### src/rtl/bdm_regs.svh
`ifndef BDM_REGS_SVH
`define BDM_REGS_SVH

// apb byte offsets
`define BDM_APB_BANK 12'h000
`define BDM_APB_PTR 12'h004
`define BDM_APB_PFLAG 12'h008
`define BDM_APB_IRQ_STAT 12'h00C
`define BDM_APB_IRQ_MASK 12'h010
`define BDM_APB_LAST_ADDR 12'h014

// in-bank layout seen by the core
`define BDM_SFR_STATUS 7'h03
`define BDM_SFR_PTR 7'h04
`define BDM_SFR_PFLAG 7'h0C
`define BDM_GPR_BASE 7'h20
`define BDM_BANK_TOP 7'h7F
`define BDM_GPR_PER_BANK 9'h060
`define BDM_GPR_WORDS 384

// status bit positions
`define BDM_BSEL_HI 6
`define BDM_BSEL_LO 5

// peripheral flag positions, read-only mask and reset
`define BDM_PF_PSP 7
`define BDM_PF_ADC 6
`define BDM_PF_RX 5
`define BDM_PF_TX 4
`define BDM_PF_RO_MASK 8'h30
`define BDM_PF_RESET 8'h00

// interrupt status bits
`define BDM_IRQ_PSP 0
`define BDM_IRQ_ADC 1
`define BDM_IRQ_RX 2
`define BDM_IRQ_W 3

`endif

### src/rtl/bdm_pkg.sv
package bdm_pkg;

  // one core access: direct or through the pointer
  typedef struct packed {
    logic valid;
    logic write;
    logic indirect;
    logic [6:0] addr;
    logic [7:0] wdata;
  } bdm_core_req_type;

  // peripheral event inputs
  typedef struct packed {
    logic psp_rw;
    logic adc_done;
    logic rx_full;
    logic tx_empty;
    logic [3:0] other;
  } bdm_pevt_type;

  // what an in-bank address lands on
  typedef enum logic [2:0] {
    RG_STATUS,
    RG_PTR,
    RG_PFLAG,
    RG_GPR,
    RG_NONE
  } bdm_region_type;

endpackage

### src/rtl/bdm_gpr_ram.sv
`include "bdm_regs.svh"

module bdm_gpr_ram
  import bdm_pkg::*;
(
  input wire logic i_core_clk, // core clock
  input wire logic i_we, // write strobe
  input wire logic [8:0] i_waddr, // word index
  input wire logic [7:0] i_wdata, // write byte
  input wire logic [8:0] i_raddr, // read index
  output logic [7:0] o_rdata // read byte, combinational
);

  logic [7:0] mem [`BDM_GPR_WORDS];

  // static ram store, no reset
  always_ff @(posedge i_core_clk) begin
    if (i_we) begin
      mem[i_waddr] <= i_wdata;
    end
  end

  // read path
  always_comb begin
    o_rdata = mem[i_raddr];
  end

endmodule // bdm_gpr_ram

### src/rtl/bdm_pflag.sv
`include "bdm_regs.svh"

module bdm_pflag
  import bdm_pkg::*;
(
  input wire logic i_core_clk, // core clock
  input wire logic i_resetn, // async reset, low
  input wire bdm_pevt_type i_evt, // event conditions
  input wire logic i_wr, // software write strobe
  input wire logic [7:0] i_wdata, // software write byte
  output logic [7:0] o_flags // flag register
);

  logic [7:0] set_vec;
  logic [7:0] ro_mask;
  logic [7:0] flag_r;
  logic [7:0] flag_nxt;

  // condition vector in flag order
  always_comb begin
    set_vec = {i_evt.psp_rw, i_evt.adc_done, i_evt.rx_full,
               i_evt.tx_empty, i_evt.other};
    ro_mask = `BDM_PF_RO_MASK;
  end

  // one flag bit per source
  genvar gi;
  generate
    for (gi = 0; gi < 8; gi++) begin : g_flag
      always_comb begin
        if (ro_mask[gi]) begin
          flag_nxt[gi] = set_vec[gi];
        end else if (set_vec[gi]) begin
          flag_nxt[gi] = 1'b1;
        end else if (i_wr) begin
          flag_nxt[gi] = i_wdata[gi];
        end else begin
          flag_nxt[gi] = flag_r[gi];
        end
      end
      always_ff @(posedge i_core_clk or negedge i_resetn) begin
        if (!i_resetn) begin
          flag_r[gi] <= 1'b0;
        end else begin
          flag_r[gi] <= flag_nxt[gi];
        end
      end
    end
  endgenerate

  assign o_flags = flag_r;
endmodule // bdm_pflag

### src/rtl/bdm_top.sv
// Behaviour
// - two status bits pick one of four banks
// - each bank holds up to 128 bytes
// - special registers sit at low bank addresses
// - addresses above them are static ram
// - every bank holds some special registers
// - busy special registers mirrored across banks
// - access direct or through pointer register
// - one flag bit per peripheral source
// - flags set regardless of any enable
// - parallel port flag sticks until cleared
// - converter flag set on conversion done
// - receive flag read-only, shows buffer full
//
// Added by the designer: register access over APB and the placing of the registers.
`include "bdm_regs.svh"

module bdm_top
  import bdm_pkg::*;
(
  input wire logic i_core_clk, // core clock, 25 MHz
  input wire logic i_resetn, // async reset, low
  input wire logic i_psel, // apb select
  input wire logic i_penable, // apb enable
  input wire logic i_pwrite, // apb direction
  input wire logic [11:0] i_paddr, // apb byte address
  input wire logic [31:0] i_pwdata, // apb write data
  output logic [31:0] o_prdata, // apb read data
  output logic o_pready, // apb ready
  output logic o_pslverr, // apb error, unmapped
  input wire bdm_core_req_type i_core_req, // core data access
  output logic [7:0] o_core_rdata, // core read byte
  output logic o_core_rvalid, // core read done pulse
  input wire bdm_pevt_type i_pevt, // peripheral conditions
  output logic [1:0] o_bank_sel, // active bank
  output logic [8:0] o_full_addr, // last full data address
  output logic [7:0] o_pflags, // peripheral flag register
  output logic o_irq // interrupt, level high
);

  // full address to target; shared by read and write paths
  function automatic bdm_region_type region_of(input logic [8:0] fa);
    logic [6:0] off;
    off = fa[6:0];
    if (off == `BDM_SFR_STATUS) begin
      region_of = RG_STATUS;
    end else if (off == `BDM_SFR_PTR) begin
      region_of = RG_PTR;
    end else if (off == `BDM_SFR_PFLAG && fa[8:7] == 2'b00) begin
      region_of = RG_PFLAG;
    end else if (off >= `BDM_GPR_BASE) begin
      region_of = RG_GPR;
    end else begin
      region_of = RG_NONE;
    end
  endfunction

  // gpr index: bank times 96 plus offset above the special area
  function automatic logic [8:0] gpr_index(input logic [8:0] fa);
    logic [8:0] base;
    base = 9'(fa[8:7]) * `BDM_GPR_PER_BANK;
    gpr_index = base + 9'(fa[6:0] - `BDM_GPR_BASE);
  endfunction

  logic [1:0] bank_r, bank_nxt;
  logic [7:0] ptr_r, ptr_nxt;
  logic [8:0] last_r, last_nxt;
  logic [7:0] crd_r, crd_nxt;
  logic crv_r, crv_nxt;
  logic [31:0] prd_r, prd_nxt;
  logic err_r, err_nxt;
  logic [`BDM_IRQ_W-1:0] ist_r, ist_nxt;
  logic [`BDM_IRQ_W-1:0] imask_r, imask_nxt;
  logic rx_d_r, rx_d_nxt;
  logic [8:0] full_addr;
  bdm_region_type reg_sel;
  logic core_wr, ram_we;
  logic [8:0] ram_idx;
  logic [7:0] ram_rdata;
  logic [7:0] pflags;
  logic pf_wr;
  logic [7:0] pf_wdata;
  logic apb_setup, apb_wr;
  logic [`BDM_IRQ_W-1:0] ev_vec;

  // full data address from bank and offset, or from upper bank bit and pointer
  always_comb begin
    if (i_core_req.indirect) begin
      full_addr = {bank_r[1], ptr_r};
    end else begin
      full_addr = {bank_r, i_core_req.addr};
    end
    reg_sel = region_of(full_addr);
    core_wr = i_core_req.valid && i_core_req.write;
    ram_we = core_wr && (reg_sel == RG_GPR);
    ram_idx = gpr_index(full_addr);
  end

  // apb phase decode; zero wait states
  always_comb begin
    apb_setup = i_psel && !i_penable;
    apb_wr = i_psel && i_penable && i_pwrite;
    o_pready = 1'b1;
  end

  // peripheral flag write: core wins over apb in the same cycle
  always_comb begin
    pf_wr = 1'b0;
    pf_wdata = 8'h00;
    if (core_wr && reg_sel == RG_PFLAG) begin
      pf_wr = 1'b1;
      pf_wdata = i_core_req.wdata;
    end else if (apb_wr && i_paddr == `BDM_APB_PFLAG) begin
      pf_wr = 1'b1;
      pf_wdata = i_pwdata[7:0];
    end
  end

  // bank select, pointer and last address next state
  always_comb begin
    bank_nxt = bank_r;
    ptr_nxt = ptr_r;
    last_nxt = last_r;
    if (i_core_req.valid) begin
      last_nxt = full_addr;
    end
    if (core_wr && reg_sel == RG_STATUS) begin
      bank_nxt = {i_core_req.wdata[`BDM_BSEL_HI],
                  i_core_req.wdata[`BDM_BSEL_LO]};
    end else if (apb_wr && i_paddr == `BDM_APB_BANK) begin
      bank_nxt = {i_pwdata[`BDM_BSEL_HI], i_pwdata[`BDM_BSEL_LO]};
    end
    if (core_wr && reg_sel == RG_PTR) begin
      ptr_nxt = i_core_req.wdata;
    end else if (apb_wr && i_paddr == `BDM_APB_PTR) begin
      ptr_nxt = i_pwdata[7:0];
    end
  end

  always_ff @(posedge i_core_clk or negedge i_resetn) begin
    if (!i_resetn) begin
      bank_r <= 2'h0;
      ptr_r <= 8'h00;
      last_r <= 9'h000;
    end else begin
      bank_r <= bank_nxt;
      ptr_r <= ptr_nxt;
      last_r <= last_nxt;
    end
  end

  // core read data, registered one cycle after the request
  always_comb begin
    crv_nxt = i_core_req.valid && !i_core_req.write;
    crd_nxt = crd_r;
    if (crv_nxt) begin
      if (reg_sel == RG_STATUS) begin
        crd_nxt = 8'h00;
        crd_nxt[`BDM_BSEL_HI] = bank_r[1];
        crd_nxt[`BDM_BSEL_LO] = bank_r[0];
      end else if (reg_sel == RG_PTR) begin
        crd_nxt = ptr_r;
      end else if (reg_sel == RG_PFLAG) begin
        crd_nxt = pflags;
      end else if (reg_sel == RG_GPR) begin
        crd_nxt = ram_rdata;
      end else begin
        crd_nxt = 8'h00;
      end
    end
  end

  always_ff @(posedge i_core_clk or negedge i_resetn) begin
    if (!i_resetn) begin
      crd_r <= 8'h00;
      crv_r <= 1'b0;
    end else begin
      crd_r <= crd_nxt;
      crv_r <= crv_nxt;
    end
  end

  // interrupt status: set wins over write-one-to-clear
  always_comb begin
    rx_d_nxt = i_pevt.rx_full;
    ev_vec = '0;
    ev_vec[`BDM_IRQ_PSP] = i_pevt.psp_rw;
    ev_vec[`BDM_IRQ_ADC] = i_pevt.adc_done;
    ev_vec[`BDM_IRQ_RX] = i_pevt.rx_full && !rx_d_r;
    ist_nxt = ist_r;
    imask_nxt = imask_r;
    if (apb_wr && i_paddr == `BDM_APB_IRQ_STAT) begin
      ist_nxt = ist_r & ~i_pwdata[`BDM_IRQ_W-1:0];
    end
    if (apb_wr && i_paddr == `BDM_APB_IRQ_MASK) begin
      imask_nxt = i_pwdata[`BDM_IRQ_W-1:0];
    end
    ist_nxt = ist_nxt | ev_vec;
  end

  always_ff @(posedge i_core_clk or negedge i_resetn) begin
    if (!i_resetn) begin
      ist_r <= '0;
      imask_r <= '0;
      rx_d_r <= 1'b0;
    end else begin
      ist_r <= ist_nxt;
      imask_r <= imask_nxt;
      rx_d_r <= rx_d_nxt;
    end
  end

  // apb read data captured in the setup cycle
  always_comb begin
    prd_nxt = prd_r;
    err_nxt = err_r;
    if (apb_setup) begin
      err_nxt = 1'b0;
      if (i_paddr == `BDM_APB_BANK) begin
        prd_nxt = 32'(bank_r) << `BDM_BSEL_LO;
      end else if (i_paddr == `BDM_APB_PTR) begin
        prd_nxt = 32'(ptr_r);
      end else if (i_paddr == `BDM_APB_PFLAG) begin
        prd_nxt = 32'(pflags);
      end else if (i_paddr == `BDM_APB_IRQ_STAT) begin
        prd_nxt = 32'(ist_r);
      end else if (i_paddr == `BDM_APB_IRQ_MASK) begin
        prd_nxt = 32'(imask_r);
      end else if (i_paddr == `BDM_APB_LAST_ADDR) begin
        prd_nxt = 32'(last_r);
      end else begin
        prd_nxt = 32'h0000_0000;
        err_nxt = 1'b1;
      end
    end
  end

  always_ff @(posedge i_core_clk or negedge i_resetn) begin
    if (!i_resetn) begin
      prd_r <= 32'h0000_0000;
      err_r <= 1'b0;
    end else begin
      prd_r <= prd_nxt;
      err_r <= err_nxt;
    end
  end

  bdm_gpr_ram bdm_gpr_ram_inst (
    .i_core_clk(i_core_clk),
    .i_we(ram_we),
    .i_waddr(ram_idx),
    .i_wdata(i_core_req.wdata),
    .i_raddr(ram_idx),
    .o_rdata(ram_rdata)
  );

  bdm_pflag bdm_pflag_inst (
    .i_core_clk(i_core_clk),
    .i_resetn(i_resetn),
    .i_evt(i_pevt),
    .i_wr(pf_wr),
    .i_wdata(pf_wdata),
    .o_flags(pflags)
  );

  // outputs
  assign o_prdata = prd_r;
  assign o_pslverr = err_r && i_psel && i_penable;
  assign o_core_rdata = crd_r;
  assign o_core_rvalid = crv_r;
  assign o_bank_sel = bank_r;
  assign o_full_addr = last_r;
  assign o_pflags = pflags;
  assign o_irq = |(ist_r & imask_r);
endmodule // bdm_top

### config.mk
export PLATFORM = sky130hd
export DESIGN_NAME = bdm_top
export DESIGN_NICKNAME = d
export VERILOG_FILES = /design/src/rtl/bdm_pkg.sv /design/src/rtl/bdm_gpr_ram.sv /design/src/rtl/bdm_pflag.sv /design/src/rtl/bdm_top.sv
export VERILOG_INCLUDE_DIRS = /design/src /design/src/rtl
export SDC_FILE = /design/constraint.sdc
export NUM_CORES = 2
export LEC_CHECK = 0
export ABC_AREA = 1
export CELL_PAD_IN_SITES_DETAIL_PLACEMENT = 0
export CELL_PAD_IN_SITES_GLOBAL_PLACEMENT = 2
export CORE_ASPECT_RATIO = 1.75
export CORE_UTILIZATION = 50
export CTS_BUF_LIST = sky130_fd_sc_hd__clkbuf_4
export DETAILED_ROUTE_END_ITERATION = 10
export DONT_BUFFER_PORTS = 1
export GPL_TIMING_DRIVEN = 1
export PLACE_DENSITY_LB_ADDON = 0.1
export SKIP_CTS_REPAIR_TIMING = 1
export SLEW_MARGIN = 25
export SYNTH_ARGS = -nofsm -noshare
export SYNTH_HDL_FRONTEND = slang
export SYNTH_SLANG_ARGS = --single-unit
### constraint.sdc
create_clock -name i_core_clk -period 7.2 [get_ports i_core_clk]
set_input_delay 0.72 -clock i_core_clk [delete_from_list [all_inputs] [get_ports i_core_clk]]
set_output_delay 0.72 -clock i_core_clk [all_outputs]
set_load 0.05 [all_outputs]
==> results.json <==
{
  "synthAdderAreaFrac": 0.000872,
  "synth_top_area_cell": "edfxtp_1",
  "drv_cap": 0,
  "netlist.area_leader.share": 0.748,
  "holdPathStages": 4,
  "path_common_cell": "nand2_1",
  "synth_mux_area_frac": 0,
  "yosysSeqAreaShare": 0.758,
  "syn_avg_cell_area_um2": 12.6,
  "synth_area_mm2": 0.123,
  "reg2reg_slack_ns": 1.32,
  "fmax_ghz": 0.170,
  "layout.nets": 10300,
  "worstPathArrival_ns": 7.07,
  "skew_ns": 0.0586,
  "synth_xor_area_frac": 0.000213,
  "setup_viol": 0,
  "cts_sinks": 3124,
  "tightest_slew_ns": 1.85,
  "worstPathRequired_ns": 8.40,
  "overflow": 0,
  "synthTopCellsByCount": "edfxtp_1, nand2_1, o21ai_0",
  "synth_compound_area_frac": 0.0845,
  "antenna_found_initial": 20,
  "clock_latency_ns": 1.31,
  "finalInstanceArea_mm2": 0.137,
  "dp_hpwl_mm": 208,
  "p_per_area_mw_per_mm2": 265,
  "drtIter0Drc": 6931,
  "synth.distinct_cells": 44,
  "via_per_inst": 5.63,
  "critPathCapture": "o_core_rdata[4]",
  "routedWlPerCell_um": 26.8,
  "finalWeightedCongestion": 0.890,
  "grt_pass1_wl_mm": 531,
  "share_seq_of_total_power": 0.553,
  "worstReg2RegStart": "o_bank_sel[0]",
  "outcome": "complete, but fails checks",
  "peakVddDrop_v": 0.000134,
  "synth-seq-cells": 3124,
  "cts_tree": "done",
  "drc": 0,
  "cp-startpoint": "o_bank_sel[0]",
  "start_util": 0.504,
  "synth.area.top_cells": "edfxtp_1, nand2_1, o21ai_0",
  "grt_max_degree": 387,
  "core_mm2": 0.245,
  "port-buffer-count": 0,
  "die_y_um": 659,
  "rsz0062_at_grt": "false",
  "synthCells": 9819,
  "setup_tns_ns": 0,
  "path_cells": "o21ai_0, inv_1, ha_1, fa_1, inv_1, nor2_1, buf_4, nand2_1, a31oi_1, nor2_1, nand2_1, nor2_1, nand3_1, nand2_1, nand2_1, nand2_1",
  "cp-start-kind": "flip-flop",
  "p_comb_frac": 0.067,
  "die_w_um": 378,
  "place_area_mm2": 0.127,
  "grt_pass1_vias": 78600,
  "slew_viol_final": 142,
  "crit_path_top_delay_cell": "fa_1",
  "totalWireLength_mm": 376,
  "cts_buffer_depth": 4,
  "reg2reg_depth": 16,
  "cp_max_fo": 21,
  "rows": 240,
  "antenna_left": 0,
  "violations": "slew limit",
  "min_period_over_period": 0.816,
  "hold_viol": 0,
  "synth_edf_count": 3072,
  "design.die.area_mm2": 0.249,
  "cts-root-buf": "clkbuf_4",
  "yosys_warnings": 0,
  "crit_type": "reg -> reg",
  "ys_async_sr_fraction": 0.0166,
  "holdCritPathClass": "in -> reg",
  "yosys_most_used_dff": "edfxtp_1",
  "numCtsBuffers": 707,
  "slew_headroom": -0.235,
  "switching_power_w": 0.00884,
  "power_frac_clock": 0.381,
  "synthSimpleGateAreaFrac": 0.114,
  "intPower_w": 0.0275,
  "leakage_nw": 48.7,
  "synth_top_family_by_area": "simple AND/OR/NAND/NOR gates",
  "synthToLayoutAreaGrowth_pct": 10.9,
  "vias": 79000,
  "min_period_ns": 5.88,
  "grt_util_all_layers": 0.296,
  "cts-htree-levels": 6,
  "yosysMostFrequentCell": "edfxtp_1",
  "cp_slowest_stage_delay_ns": 0.99,
  "first_pass_iters": 6,
  "path_clk_slew_ns": 0.07,
  "rr_endpoint": "o_core_rdata[4]",
  "drive_gt1_frac": 0.130,
  "endpoint_kind": "flip-flop",
  "ios": 138,
  "switching_share": 0.243
}
==> kinds of logic after synthesis <==
group,count (synthesis)
xor+xnor,3
other cells,2
simple gates,3513
compound gates,1900
fa+ha+maj,8
flops,3124
buf+inv,1269
==> power groups by stage <==
stage	Combinational [W]	Clock [W]	Sequential, W
finish	0.00242	0.0138	0.0201
global route	0.00256	0.0149	0.0201
CTS	0.00202	0.0141	0.0201
detailed placement	0.00202	0	0.0205
global placement	0.00201	0	0.0205
floorplan	0.00110	0	0.0205
==> layout make-up <==
| class | instances | area, um2 |
|---|---|---|
| antenna | 8 | 20.0 |
| tap | 3267 | 4090 |
| clock inverter | 217 | 1230 |
| timing repair buffer | 222 | 2780 |
| inverter | 706 | 2650 |
| sequential | 3124 | 93500 |
| fill | 20900 | 108000 |
| clock buffer | 1025 | 7690 |
| multi-input combinational | 5448 | 24900 |
==> per-layer routing <==
layer  track usage  share of wire  vias to the layer above
li1              -              -                    35900
met1         0.352           0.37                    39200
met2         0.525           0.52                     3074
met3        0.0424          0.062                      737
met4         0.144          0.049                        6
met5             0        0.00012                        -
==> cells in the final DEF (no fill, tap or decap), types with 45 or more instances in the layout <==
cell type / instances
edfxtp_1: 3072
nand2_1: 2035
o21ai_0: 1126
clkbuf_4: 1025
nor2_1: 1014
inv_1: 698
o22ai_1: 558
nand3_1: 183
clkinv_1: 148
o21ai_1: 107
buf_4: 97
or2_2: 93
nand4_1: 75
dlygate4sd3_1: 61
dfrtp_1: 52
nor3_1: 48
o31ai_1: 45
==> worst max-delay path: cells and delay by family (launching register included) <==
| family | cells | cell delay [ns] |
|---|---|---|
| buffers and inverters | 3 | 1.02 |
| AOI/OAI and AO/OA | 2 | 0.97 |
| DFF | 1 | 0.62 |
| adders and majority gates | 2 | 1.24 |
| and+or+nand+nor | 9 | 1.84 |
==> metrics by stage <==
stage | hold slack, ns | utilization | instances | setup slack [ns] | total power [W]
global placement | 0.425 | 0.518 | 12700 | 1.44 | 0.0225
finish | 0.0228 | 0.559 | 14000 | 1.32 | 0.0363
floorplan | 0.424 | - | 9841 | 3.12 | 0.0216
CTS | -1.06 | 0.554 | 13900 | 1.32 | 0.0362
global route | -0.00580 | 0.559 | 14000 | 1.03 | 0.0375
detailed placement | 0.426 | 0.518 | 12700 | 1.35 | 0.0225
==> worst min path at each step <==
stage	start	endpoint	slack (ns)
after detailed placement	i_resetn	o_prdata[7]	0.43
after floorplan	i_resetn	bdm_pflag_inst.o_flags[0]	0.42
after global routing	i_pwrite	o_bank_sel[0]	-0.006
after global placement	i_resetn	bdm_pflag_inst.o_flags[3]	0.43
after CTS	i_resetn	o_prdata[1]	-1.06
final	i_core_req[17]	ptr_r[2]	0.02
==> registers in the layout, summed over array words and instances (netlist names) <==
register	count
bdm_pflag_inst.o_flags	8
o_core_rvalid	1
o_bank_sel	2
bdm_gpr_ram_inst.mem	3072
o_core_rdata	8
ist_r	3
err_r	1
imask_r	3
ptr_r	8
o_prdata	9
o_full_addr	9
Power figures use the tool's default switching activity.
